## config.mk

```make
export PLATFORM = sky130hd
export DESIGN_NAME = svah_top
export DESIGN_NICKNAME = d
export VERILOG_FILES = /design/src/include/svah_pkg.sv /design/src/design/svah_code_class.sv /design/src/design/svah_top.sv
export SDC_FILE = /design/constraint.sdc
export NUM_CORES = 1
export LEC_CHECK = 0
export ABC_AREA = 1
export BUFFER_PORTS_ARGS = -buffer_cell sky130_fd_sc_hd__buf_2
export CORE_ASPECT_RATIO = 1.1
export CORE_MARGIN = 2
export CORE_UTILIZATION = 53
export DETAILED_ROUTE_END_ITERATION = 8
export PLACE_DENSITY = 0.81
export SETUP_SLACK_MARGIN = 0.15
export SLEW_MARGIN = 20
export SYNTH_ARGS = -nofsm -noshare
export SYNTH_HDL_FRONTEND = slang
export SYNTH_SLANG_ARGS = --single-unit
```

## constraint.sdc

```tcl
create_clock -name clk_in -period 2.9 [get_ports clk_in]
set_input_delay 0.58 -clock clk_in [delete_from_list [all_inputs] [get_ports clk_in]]
set_output_delay 0.58 -clock clk_in [all_outputs]
set_load 0.005 [all_outputs]
```

## src/include/svah_pkg.sv

```systemverilog
package svah_pkg;
   localparam int MSG_MAX = 32;
   localparam int LEN_W = 6;
   localparam int BYTE_CODE = 0;
   localparam int BYTE_TAG_HI = 2;
   localparam int BYTE_TAG_LO = 3;
   localparam int BYTE_ASYNC_RSVD = 7;
   localparam int BYTE_ROUTE = 8;
   localparam int ROUTE_BYTES = 4;
   localparam int EXTEND_BIT = 7;
   localparam int BYTE_MA_TYPE = 16;
   localparam int BYTE_MA_SUB = 17;
   localparam int BYTE_MA_RSVD = 19;
   localparam int ULP_NUM = 128;
   localparam logic [7:0] ULP_BASE = 8'h80;
   localparam logic [7:0] PRIV_LAST = 8'h11;
   localparam logic [7:0] APP_FIRST = 8'h20;
   localparam logic [7:0] APP_LAST = 8'h23;
   localparam logic [7:0] C_QNODE = 8'h00;
   localparam logic [7:0] C_QNODE_RPL = 8'h01;
   localparam logic [7:0] C_CFG_PORT = 8'h02;
   localparam logic [7:0] C_RESPONSE = 8'h03;
   localparam logic [7:0] C_ASYNC = 8'h04;
   localparam logic [7:0] C_MALERT = 8'h05;
   localparam logic [7:0] C_QUIESCE = 8'h06;
   localparam logic [7:0] C_QPROT = 8'h08;
   localparam logic [7:0] C_QPROT_RPL = 8'h09;
   localparam logic [7:0] C_QPORT = 8'h0A;
   localparam logic [7:0] C_QPORT_RPL = 8'h0B;
   localparam logic [7:0] C_REQ_SAT = 8'h0E;
   localparam logic [7:0] C_REQ_SAT_RPL = 8'h0F;
   localparam logic [LEN_W-1:0] LEN_TAGGED = 6'h04;
   localparam logic [LEN_W-1:0] LEN_ASYNC = 6'h0B;
   localparam logic [LEN_W-1:0] LEN_MALERT = 6'h14;
   localparam logic [7:0] AT_PORT_OPER = 8'h01;
   localparam logic [7:0] AT_ADDR_ERR = 8'h02;
   localparam logic [7:0] AT_LINK_ERP = 8'h03;
   localparam logic [7:0] AT_MASTER_GEN = 8'h04;
   localparam logic [7:0] MS_ALL_NORMAL = 8'h01;
   localparam logic [7:0] MS_NODE_NORMAL = 8'h02;
   localparam logic [7:0] MS_RECONFIG = 8'h03;
   localparam logic [7:0] MS_LINK_NORMAL = 8'h04;

   typedef enum logic [1:0] {
      AL_UNSUP_ULP = 2'h0, AL_UNKNOWN = 2'h1, AL_TOO_SHORT = 2'h2
   } svah_alert_t;
   typedef enum logic [1:0] {
      RC_GOOD = 2'h0, RC_OVERLAP = 2'h1, RC_INV_FIELD = 2'h2
   } svah_ret_t;
   typedef enum logic [3:0] {
      CMD_CONFIG_START = 4'h0, CMD_TERM_IO = 4'h1, CMD_INVALIDATE = 4'h2,
      CMD_STOP_OUT = 4'h3, CMD_QUIESCE = 4'h4, CMD_QUERY_NODE = 4'h5,
      CMD_REISSUE = 4'h6, CMD_GENERAL = 4'h7, CMD_NOTIFY_ALL = 4'h8,
      CMD_NOTIFY_NODE = 4'h9, CMD_CLEAR_TABLE = 4'hA, CMD_RECONFIG = 4'hB,
      CMD_DONE = 4'hF
   } svah_cmd_t;
   typedef enum logic [2:0] {
      K_OTHER = 3'h0, K_PORT_OPER = 3'h1, K_ADDR = 3'h2, K_ERP = 3'h3,
      K_ALL = 3'h4, K_NODE = 3'h5, K_RECONF = 3'h6
   } svah_kind_t;

   typedef struct packed {
      logic [7:0] code;
      logic [15:0] tag;
      logic [LEN_W-1:0] len;
   } svah_info_t;
   typedef struct packed {
      svah_ret_t ret;
      logic [15:0] tag;
      logic [8*ROUTE_BYTES-1:0] route;
   } svah_resp_t;
   typedef struct packed {
      logic known;
      logic frame_priv;
      logic node_ok;
      logic overlap;
      logic rsvd_chk;
      logic [4:0] rsvd_idx;
      logic tag_checked;
      logic data_xfer;
      logic [LEN_W-1:0] min_len;
   } svah_class_t;
endpackage

```

## src/design/svah_code_class.sv

```systemverilog
`timescale 1ns/10ps
module svah_code_class (
   input wire logic [7:0] code_in,
   input wire logic is_cfg_in,
   input wire logic is_master_in,
   output svah_pkg::svah_class_t class_out
);
   always_comb begin
      class_out = '0;
      class_out.min_len = svah_pkg::LEN_TAGGED;
      class_out.frame_priv = (code_in <= svah_pkg::PRIV_LAST);
      class_out.known = class_out.frame_priv ||
         (code_in >= svah_pkg::APP_FIRST && code_in <= svah_pkg::APP_LAST);
      class_out.data_xfer = !class_out.frame_priv && class_out.known;
      class_out.node_ok = 1'b1;
      case (code_in)
         svah_pkg::C_QNODE_RPL, svah_pkg::C_RESPONSE, svah_pkg::C_QPROT_RPL,
         svah_pkg::C_QPORT_RPL, svah_pkg::C_REQ_SAT_RPL: begin
            class_out.node_ok = is_cfg_in;
            class_out.tag_checked = 1'b1;
         end
         svah_pkg::C_REQ_SAT: class_out.node_ok = is_master_in;
         svah_pkg::C_ASYNC: begin
            class_out.node_ok = is_master_in;
            class_out.min_len = svah_pkg::LEN_ASYNC;
            class_out.rsvd_chk = 1'b1;
            class_out.rsvd_idx = 5'(svah_pkg::BYTE_ASYNC_RSVD);
         end
         svah_pkg::C_MALERT: begin
            class_out.node_ok = is_cfg_in;
            class_out.overlap = 1'b1;
            class_out.min_len = svah_pkg::LEN_MALERT;
            class_out.rsvd_chk = 1'b1;
            class_out.rsvd_idx = 5'(svah_pkg::BYTE_MA_RSVD);
         end
         svah_pkg::C_CFG_PORT, svah_pkg::C_QUIESCE, svah_pkg::C_QPROT,
         svah_pkg::C_QPORT: class_out.overlap = 1'b1;
         default: class_out.overlap = 1'b0;
      endcase
      if (class_out.data_xfer) begin
         class_out.tag_checked = 1'b1;
      end
   end
endmodule

```

## src/design/svah_top.sv

```systemverilog
// Operation
// RL1 - code 80h or above with supported protocol goes to that handler, frame unchecked
// RL2 - code 80h or above with unsupported protocol raises unsupported-protocol alert
// RL3 - messages hold at most 32 bytes; pad bytes are ignored
// RL4 - message code is byte 0; 80h and above are upper protocol formats
// RL5 - route field is four bytes; bytes after first clear extend flag ignored
// RL6 - decode 00h-11h and 20h-23h; 12h-1Fh and 24h-7Fh are reserved
// RL7 - invalid code raises unknown-message alert
// RL8 - wrong frame type or wrong node type raises unknown-message alert
// RL9 - repeated outstanding overlap-class message gets overlapped return code
// RL10 - query-node with no room is dropped silently
// RL11 - sender of query-node retries on its own timeout
// RL12 - too few bytes raises message-too-short alert
// RL13 - after an alert the message ends with no other response
// RL14 - nonzero reserved field gets invalid-field response; query-node types exempt
// RL15 - bad tag at configuring node is logged and ignored; data aborts I/O
// RL16 - port operational alert: start configuration, then general handling
// RL17 - address error: terminate, invalidate, general, reissue if alternate path
// RL18 - link recovery exit: invalidate, stop, quiesce all, respond after answers
// RL19 - after quiesce query each node, reissue if link or alternate path
// RL20 - all-normal alert: tell upper layer all nodes ready, then general
// RL21 - node or link normal: withhold reachability until whole path is normal
// RL22 - reconfiguration alert: clear table, reconfigure, then general handling
// RL23 - general handling responds with tag on return route, informs and logs; log_out is not raised for it
// RL24 - code checks, then length, then field; stop at first failure
`timescale 1ns/10ps
module svah_top #(
   parameter int SRC_NUM = 4,
   parameter int SRC_W = 2
) (
   input wire logic clk_in,
   input wire logic rst_n_in,
   input wire logic rx_valid_in,
   input wire logic [7:0] rx_byte_in,
   input wire logic rx_last_in,
   input wire logic rx_priv_frame_in,
   input wire logic [SRC_W-1:0] rx_src_in,
   input wire logic is_cfg_in,
   input wire logic is_master_in,
   input wire logic [svah_pkg::ULP_NUM-1:0] ulp_support_in,
   input wire logic qnode_room_in,
   input wire logic tag_ok_in,
   input wire logic ovl_clr_in,
   input wire logic [SRC_W-1:0] ovl_clr_src_in,
   input wire logic alt_path_in,
   input wire logic link_cfg_in,
   input wire logic path_normal_in,
   input wire logic act_done_in,
   output logic rx_ready_out,
   output svah_pkg::svah_info_t info_out,
   output logic ulp_valid_out,
   output logic accept_valid_out,
   output logic alert_valid_out,
   output svah_pkg::svah_alert_t alert_code_out,
   output logic resp_valid_out,
   output svah_pkg::svah_resp_t resp_out,
   output logic log_out,
   output logic abort_io_out,
   output logic act_valid_out,
   output svah_pkg::svah_cmd_t act_cmd_out
);
   typedef enum logic [3:0] {
      S_RX = 4'h1, S_CHECK = 4'h2, S_ISSUE = 4'h4, S_WAIT = 4'h8
   } svah_state_t;

   svah_state_t state_reg;
   logic [7:0] msg_reg [svah_pkg::MSG_MAX];
   logic [svah_pkg::LEN_W-1:0] cnt_reg;
   logic [SRC_W-1:0] src_reg, ma_src_reg;
   logic priv_reg;
   logic [SRC_NUM-1:0] outst_reg;
   svah_pkg::svah_kind_t kind_reg, kind;
   svah_pkg::svah_cmd_t cmd_nxt;
   svah_pkg::svah_class_t cls;
   logic [8*svah_pkg::ROUTE_BYTES-1:0] route;
   logic [svah_pkg::ROUTE_BYTES:0] keep;
   logic take, ulp_code, fail_code, fail_ovl, drop_qn, fail_len;
   logic fail_rsvd, fail_tag, ok_all, start_ma;
   assign take = rx_valid_in && rx_ready_out;
   svah_code_class u_class (
      .code_in(info_out.code),
      .is_cfg_in(is_cfg_in),
      .is_master_in(is_master_in),
      .class_out(cls)
   );

   // bytes past the received length read as zero
   function automatic logic [7:0] byte_at(input int idx);
      return (idx < int'(info_out.len)) ? msg_reg[idx] : 8'h00; // RL3
   endfunction
   // route bytes after the first byte with a clear extend flag are dropped
   assign keep[0] = 1'b1;
   for (genvar k = 0; k < svah_pkg::ROUTE_BYTES; k++) begin : g_route
      logic [7:0] rb;
      always_comb rb = byte_at(svah_pkg::BYTE_ROUTE + k);
      assign keep[k+1] = keep[k] && rb[svah_pkg::EXTEND_BIT];
      assign route[8*(svah_pkg::ROUTE_BYTES-k)-1 -: 8] = keep[k] ? rb : 8'h00; // RL5
   end

   // check order: code, length, fields
   assign ulp_code = (info_out.code >= svah_pkg::ULP_BASE); // RL4
   assign fail_code = !cls.known || (cls.frame_priv != priv_reg) || !cls.node_ok; // RL6
   assign fail_ovl = cls.overlap && outst_reg[src_reg]; // RL9
   assign drop_qn = (info_out.code == svah_pkg::C_QNODE) && !qnode_room_in; // RL10
   assign fail_len = info_out.len < cls.min_len; // RL12
   always_comb fail_rsvd = cls.rsvd_chk && (byte_at(int'(cls.rsvd_idx)) != 8'h00); // RL14
   assign fail_tag = cls.tag_checked && is_cfg_in && !tag_ok_in; // RL15
   assign ok_all = !ulp_code && !fail_code && !fail_ovl && !drop_qn && !fail_len &&
      !fail_rsvd && !fail_tag; // RL24
   assign start_ma = ok_all && (info_out.code == svah_pkg::C_MALERT) && is_cfg_in;
   always_comb begin
      kind = svah_pkg::K_OTHER;
      case (byte_at(svah_pkg::BYTE_MA_TYPE))
         svah_pkg::AT_PORT_OPER: kind = svah_pkg::K_PORT_OPER;
         svah_pkg::AT_ADDR_ERR: kind = svah_pkg::K_ADDR;
         svah_pkg::AT_LINK_ERP: kind = svah_pkg::K_ERP;
         svah_pkg::AT_MASTER_GEN: begin
            case (byte_at(svah_pkg::BYTE_MA_SUB))
               svah_pkg::MS_ALL_NORMAL: kind = svah_pkg::K_ALL;
               svah_pkg::MS_NODE_NORMAL, svah_pkg::MS_LINK_NORMAL: kind = svah_pkg::K_NODE;
               svah_pkg::MS_RECONFIG: kind = svah_pkg::K_RECONF;
               default: kind = svah_pkg::K_OTHER;
            endcase
         end
         default: kind = svah_pkg::K_OTHER;
      endcase
   end
   function automatic svah_pkg::svah_cmd_t first_cmd(input svah_pkg::svah_kind_t kd);
      case (kd)
         svah_pkg::K_PORT_OPER: return svah_pkg::CMD_CONFIG_START; // RL16
         svah_pkg::K_ADDR: return svah_pkg::CMD_TERM_IO; // RL17
         svah_pkg::K_ERP: return svah_pkg::CMD_INVALIDATE; // RL18
         svah_pkg::K_ALL: return svah_pkg::CMD_NOTIFY_ALL; // RL20
         svah_pkg::K_NODE: return svah_pkg::CMD_NOTIFY_NODE; // RL21
         svah_pkg::K_RECONF: return svah_pkg::CMD_CLEAR_TABLE; // RL22
         default: return svah_pkg::CMD_GENERAL;
      endcase
   endfunction
   function automatic svah_pkg::svah_cmd_t next_cmd(input svah_pkg::svah_kind_t kd,
         input svah_pkg::svah_cmd_t cur, input logic alt, input logic lcfg);
      case (cur)
         svah_pkg::CMD_TERM_IO: return svah_pkg::CMD_INVALIDATE; // RL17
         svah_pkg::CMD_INVALIDATE: return (kd == svah_pkg::K_ERP) ? // RL18
            svah_pkg::CMD_STOP_OUT : svah_pkg::CMD_GENERAL;
         svah_pkg::CMD_STOP_OUT: return svah_pkg::CMD_QUIESCE; // RL18
         svah_pkg::CMD_CLEAR_TABLE: return svah_pkg::CMD_RECONFIG; // RL22
         svah_pkg::CMD_GENERAL: begin
            if (kd == svah_pkg::K_ERP) begin
               return svah_pkg::CMD_QUERY_NODE; // RL19
            end
            if (kd == svah_pkg::K_ADDR && alt) begin
               return svah_pkg::CMD_REISSUE; // RL17
            end
            return svah_pkg::CMD_DONE;
         end
         svah_pkg::CMD_QUERY_NODE: return (lcfg || alt) ? // RL19
            svah_pkg::CMD_REISSUE : svah_pkg::CMD_DONE;
         svah_pkg::CMD_REISSUE: return svah_pkg::CMD_DONE;
         default: return svah_pkg::CMD_GENERAL;
      endcase
   endfunction
   assign cmd_nxt = next_cmd(kind_reg, act_cmd_out, alt_path_in, link_cfg_in);

   // receive, check and alert sequencing
   always_ff @(posedge clk_in or negedge rst_n_in) begin
      if (!rst_n_in) begin
         state_reg <= S_RX;
         rx_ready_out <= 1'b1;
         act_cmd_out <= svah_pkg::CMD_DONE;
         kind_reg <= svah_pkg::K_OTHER;
      end else begin
         case (state_reg)
            S_RX: begin
               if (take && rx_last_in) begin
                  state_reg <= S_CHECK;
                  rx_ready_out <= 1'b0;
               end
            end
            S_CHECK: begin
               if (start_ma) begin
                  kind_reg <= kind;
                  act_cmd_out <= first_cmd(kind);
                  state_reg <= S_ISSUE;
               end else begin
                  state_reg <= S_RX;
                  rx_ready_out <= 1'b1;
               end
            end
            S_ISSUE: begin
               if (act_cmd_out != svah_pkg::CMD_NOTIFY_NODE || path_normal_in) begin
                  state_reg <= S_WAIT; // RL21
               end
            end
            S_WAIT: begin
               if (act_done_in) begin
                  act_cmd_out <= cmd_nxt;
                  if (cmd_nxt == svah_pkg::CMD_DONE) begin
                     state_reg <= S_RX;
                     rx_ready_out <= 1'b1;
                  end else begin
                     state_reg <= S_ISSUE;
                  end
               end
            end
            default: begin
               state_reg <= S_RX;
               rx_ready_out <= 1'b1;
            end
         endcase
      end
   end
   // byte capture
   always_ff @(posedge clk_in or negedge rst_n_in) begin
      if (!rst_n_in) begin
         cnt_reg <= '0;
         info_out <= '0;
         src_reg <= '0;
         priv_reg <= 1'b0;
      end else if (take) begin
         if (cnt_reg < svah_pkg::LEN_W'(svah_pkg::MSG_MAX)) begin
            cnt_reg <= cnt_reg + 1'b1; // RL3
            info_out.len <= cnt_reg + 1'b1;
            if (cnt_reg == svah_pkg::LEN_W'(svah_pkg::BYTE_CODE)) begin
               info_out.code <= rx_byte_in; // RL4
            end
            if (cnt_reg == svah_pkg::LEN_W'(svah_pkg::BYTE_TAG_HI)) begin
               info_out.tag[15:8] <= rx_byte_in;
            end
            if (cnt_reg == svah_pkg::LEN_W'(svah_pkg::BYTE_TAG_LO)) begin
               info_out.tag[7:0] <= rx_byte_in;
            end
         end
         if (rx_last_in) begin
            cnt_reg <= '0;
            src_reg <= rx_src_in;
            priv_reg <= rx_priv_frame_in;
         end
      end
   end
   always_ff @(posedge clk_in) begin
      if (take && cnt_reg < svah_pkg::LEN_W'(svah_pkg::MSG_MAX)) begin
         msg_reg[cnt_reg[svah_pkg::LEN_W-2:0]] <= rx_byte_in;
      end
   end
   // check outcomes
   always_ff @(posedge clk_in or negedge rst_n_in) begin
      if (!rst_n_in) begin
         ulp_valid_out <= 1'b0;
         accept_valid_out <= 1'b0;
         alert_valid_out <= 1'b0;
         alert_code_out <= svah_pkg::AL_UNKNOWN;
         log_out <= 1'b0;
         abort_io_out <= 1'b0;
      end else begin
         ulp_valid_out <= 1'b0;
         accept_valid_out <= 1'b0;
         alert_valid_out <= 1'b0;
         log_out <= 1'b0;
         abort_io_out <= 1'b0;
         if (state_reg == S_CHECK) begin
            if (ulp_code) begin
               if (ulp_support_in[info_out.code[6:0]]) begin
                  ulp_valid_out <= 1'b1; // RL1
               end else begin
                  alert_valid_out <= 1'b1; // RL2
                  alert_code_out <= svah_pkg::AL_UNSUP_ULP;
               end
            end else if (fail_code) begin
               alert_valid_out <= 1'b1; // RL7 RL8 RL13
               alert_code_out <= svah_pkg::AL_UNKNOWN;
            end else if (!fail_ovl && !drop_qn && fail_len) begin
               alert_valid_out <= 1'b1; // RL12 RL13
               alert_code_out <= svah_pkg::AL_TOO_SHORT;
            end else if (!fail_ovl && !drop_qn && !fail_rsvd && fail_tag) begin
               log_out <= 1'b1; // RL15
               abort_io_out <= cls.data_xfer;
            end else if (ok_all) begin
               accept_valid_out <= 1'b1;
            end
         end
      end
   end
   // responses and action strobes
   always_ff @(posedge clk_in or negedge rst_n_in) begin
      if (!rst_n_in) begin
         resp_valid_out <= 1'b0;
         resp_out <= '0;
         act_valid_out <= 1'b0;
      end else begin
         resp_valid_out <= 1'b0;
         act_valid_out <= 1'b0;
         if (state_reg == S_CHECK && !ulp_code && !fail_code) begin
            resp_out.tag <= info_out.tag;
            resp_out.route <= route;
            if (fail_ovl) begin
               resp_valid_out <= 1'b1; // RL9
               resp_out.ret <= svah_pkg::RC_OVERLAP;
            end else if (!drop_qn && !fail_len && fail_rsvd &&
                  info_out.code != svah_pkg::C_QNODE_RPL) begin
               resp_valid_out <= 1'b1; // RL14
               resp_out.ret <= svah_pkg::RC_INV_FIELD;
            end
         end
         if (state_reg == S_ISSUE &&
               (act_cmd_out != svah_pkg::CMD_NOTIFY_NODE || path_normal_in)) begin
            act_valid_out <= 1'b1;
            if (act_cmd_out == svah_pkg::CMD_GENERAL) begin
               resp_valid_out <= 1'b1; // RL23
               resp_out.ret <= svah_pkg::RC_GOOD;
            end
         end
      end
   end
   // overlap bookkeeping per configuring source; set wins over clear
   always_ff @(posedge clk_in or negedge rst_n_in) begin
      if (!rst_n_in) begin
         ma_src_reg <= '0;
      end else if (state_reg == S_CHECK && start_ma) begin
         ma_src_reg <= src_reg;
      end
   end

   for (genvar s = 0; s < SRC_NUM; s++) begin : g_outst
      always_ff @(posedge clk_in or negedge rst_n_in) begin
         if (!rst_n_in) begin
            outst_reg[s] <= 1'b0;
         end else if (state_reg == S_CHECK && ok_all && cls.overlap &&
               src_reg == SRC_W'(s)) begin
            outst_reg[s] <= 1'b1; // RL9
         end else if ((ovl_clr_in && ovl_clr_src_in == SRC_W'(s)) ||
               (state_reg == S_WAIT && act_done_in && ma_src_reg == SRC_W'(s) &&
               cmd_nxt == svah_pkg::CMD_DONE)) begin
            outst_reg[s] <= 1'b0;
         end
      end
   end
endmodule

```

==> run_results.csv <==
group,metric,value,unit
setup_path,r2r_setup_slack,0.34,ns
sta,slew_violations,0,
sta,fin_crit,2.56,ns
floorplan,rows,51,
yosys,synth_cell_type_count,47,
place,io_buffers,247,
clock_network,cts_tree,"done",
setup_path,reg2regPathDepth,17,
clock_network,cts_made_buffers,17,
clock_network,worstSkewPairLatency,0.44,ns
final_layout,fin_nets,1565,
yosys,syn_area,9450,sq um
detailed_routing,vias_per_cell,5.25,
clock_network,clkSlewWorstSetupHoldPaths,0.07,ns
setup_path,crit_chain,"nor2_4 > nand2_4 > nor2_4 > inv_1 > nand2_1 > ha_1 > o21ai_0 > nand2_1 > a22oi_1 > nand2_1 > nor2_2 > nor2_2 > nand3_1 > nand2_2 > nand2_1 > nand2_1 > nand2_1",
yosys,syn_area_per_cell,8.29,sq um
global_routing,busiest_layer,"met2",
setup_path,crit_fanout,7,
setup_path,critPathBufInv,1,
yosys,synth-async-reset-ratio,0.617,
yosys,synth.largest_area_cell,"dfrtp_1",
yosys,synth-edff-count,72,
sta,period_share,0.882,
run_status,status,"finished, final reports clean",
clock_network,htree_levels,4,
clock_network,cts_hold_buf,0,
setup_path,crit_path_max_incr_delay,0.47,ns
clock_network,cts-root-buf,"clkbuf_16",
place,hpwl,18.5,mm
pwr,power_density,792,nW/um^2
sta,tightest_slew,0.691,ns
floorplan,die_area,18900,sq um
sta,fin_worst_skew,0.0157,ns
global_routing,grt_use_total,0.263,
pwr,vdd_drop_max,0.000504,V
global_routing,gr-usage-met3,0.0407,
pwr,p_leak,5.82,nW
detailed_routing,wl,25.2,mm
global_routing,grtUsageMet1,0.328,
yosys,synth_common_cells,"nand2_1, dfrtp_1, nor2_1",
global_routing,grt-ovfl-total,0,
setup_path,crit_slowest_cell,"dfrtp_1",
detailed_routing,drtPass1Iterations,8,
yosys,synth_top_area_frac,0.289,
yosys,synth_most_common_cell,"nand2_1",
yosys,synth_flop_cell,"dfrtp_1",
detailed_routing,drc,0,
sta,hold_ws,0.115,ns
clock_network,cts_post_setup_buffers_inserted,0,
setup_path,path_delay_family,"simple AND/OR/NAND/NOR gates",
final_layout,largest_register_ffs,72,
yosys,syn_inst,1140,
sta,fmax,391,MHz
global_routing,grt_util_met2,0.461,
clock_network,cts_sinks,188,
final_layout,drive_above_1_share,0.253,
yosys,syn_nets,1305,
floorplan,die_w,131,um
yosys,seq_area_frac_synth,0.537,
clock_network,cts_buffer_depth,2,
sta,finalSetupTns,0,ns
setup_path,worst-endpoint-required,3.28,ns
sta,rsz0062_at_grt,"false",
floorplan,core_area,17600,sq um
final_layout,area_delta_synth_final,22.7,%
job,max_cap_violations,0,
hold_path,holdCritPathClass,"in2async",
setup_path,crit_arrival,2.94,ns
detailed_routing,drtAntennaViolNets,0,
yosys,netlist_top_cells_area,"dfrtp_1, edfxtp_1, nand2_1",
setup_path,endpoint_kind,"register",
floorplan,pin_count,248,
global_routing,grt_pass1_vias,8166,
detailed_routing,dr_total_vias,8683,
floorplan,die_y,144,um
setup_path,cp_num_cells,17,
global_routing,antenna_found_initial,2,
global_routing,grt_max_degree,43,
detailed_routing,wl_per_cell,15.2,um
setup_path,worst_path_most_repeated_cell,"nand2_1",
yosys,yosysWarningCount,0,
floorplan,initial_core_util,0.536,
pwr,finalPower,9.18,mW
sta,hold_violations,0,
clock_network,postCtsResizedCells,0,
setup_path,criticalPathCategory,"reg2reg",
sta,maxSlewHeadroom,0.537,
sta,finalSetupViolCount,0,
setup_path,crit_path_start_kind,"register",
yosys,ys_ff_latch,188,
global_routing,grt_pass1_wl,39.6,mm
place,place_congestion,0.900,
detailed_routing,drtIter0Drc,681,
-- per-stage QoR --
| stage | instance area [sq um] | utilization | cells | setup WS (ns) |
|---|---|---|---|---|
| after floorplan | 9450 | - | 1140 | 0.585 |
| after global placement | 11000 | 0.624 | 1619 | 0.371 |
| after detailed placement | 11000 | 0.624 | 1619 | 0.232 |
| after CTS | 11600 | 0.656 | 1651 | 0.211 |
| after global routing | 11600 | 0.658 | 1653 | 0.163 |
| final | 11600 | 0.658 | 1653 | 0.341 |
-- metal layers --
metal / part of all wire / wire length (um) / up-vias
met5: 0 / 0 / -
met4: 0.029 / 724 / 0
met3: 0.052 / 1310 / 69
met2: 0.51 / 13000 / 335
met1: 0.40 / 10200 / 4046
li1: - / - / 4233
-- where the power goes --
part	internal (mW)	switching [mW]	total, mW
clock	1.22	1.04	2.27
sequential	3.19	0.315	3.50
combinational	1.21	2.21	3.41
-- worst paths after layout --
path,to,start
setup / recovery,act_cmd_out[1],info_out[27]
hold / removal,resp_out[15],rst_n_in
setup reg to reg,act_cmd_out[1],info_out[27]
hold reg to reg,alert_code_out[0],alert_code_out[0]
max in group asynchronous,alert_code_out[0],rst_n_in
min in group clk_in,src_reg[0],rx_src_in[0]
-- cell families after synthesis --
| kind of cell | Yosys count | synth area share |
|---|---|---|
| and+or+nand+nor | 694 | 0.314 |
| DFF | 188 | 0.537 |
| AOI/OAI and AO/OA | 121 | 0.0756 |
| adders and majority gates | 11 | 0.0146 |
| muxes | 1 | 0.00119 |
| buffers and inverters | 125 | 0.0579 |
-- cell type report --
cell class | count | area (sq um)
flip-flops and latches | 188 | 5070
inverters | 96 | 365
repair buffers | 270 | 1430
multi-input cells | 827 | 3850
well taps | 238 | 298
clock inverters | 14 | 138
diodes | 2 | 5.00
fillers | 1442 | 6020
clock buffers | 18 | 439
-- cells in the final DEF, fill, tap and decap left out, types with 3 or more instances in the layout --
cell type and instances:
nand2_4 3, o22ai_1 5, buf_4 22, o31ai_1 3, o31ai_2 5, dfstp_2 7, o21ai_2 7, o21ai_1 21
nand2_2 3, o21ai_0 58, clkbuf_16 17, dfrtp_1 109, inv_2 8, nand2_1 467, a21oi_1 11, inv_1 87
edfxtp_1 72, nand4_1 20, nor2_4 8, nor3_1 12, nor2_1 89, nand3_2 3, a22oi_1 3, nor2_2 4
inv_6 3, buf_2 246, ha_1 11, nand3_1 69
(Power assumes the default switching activity.)
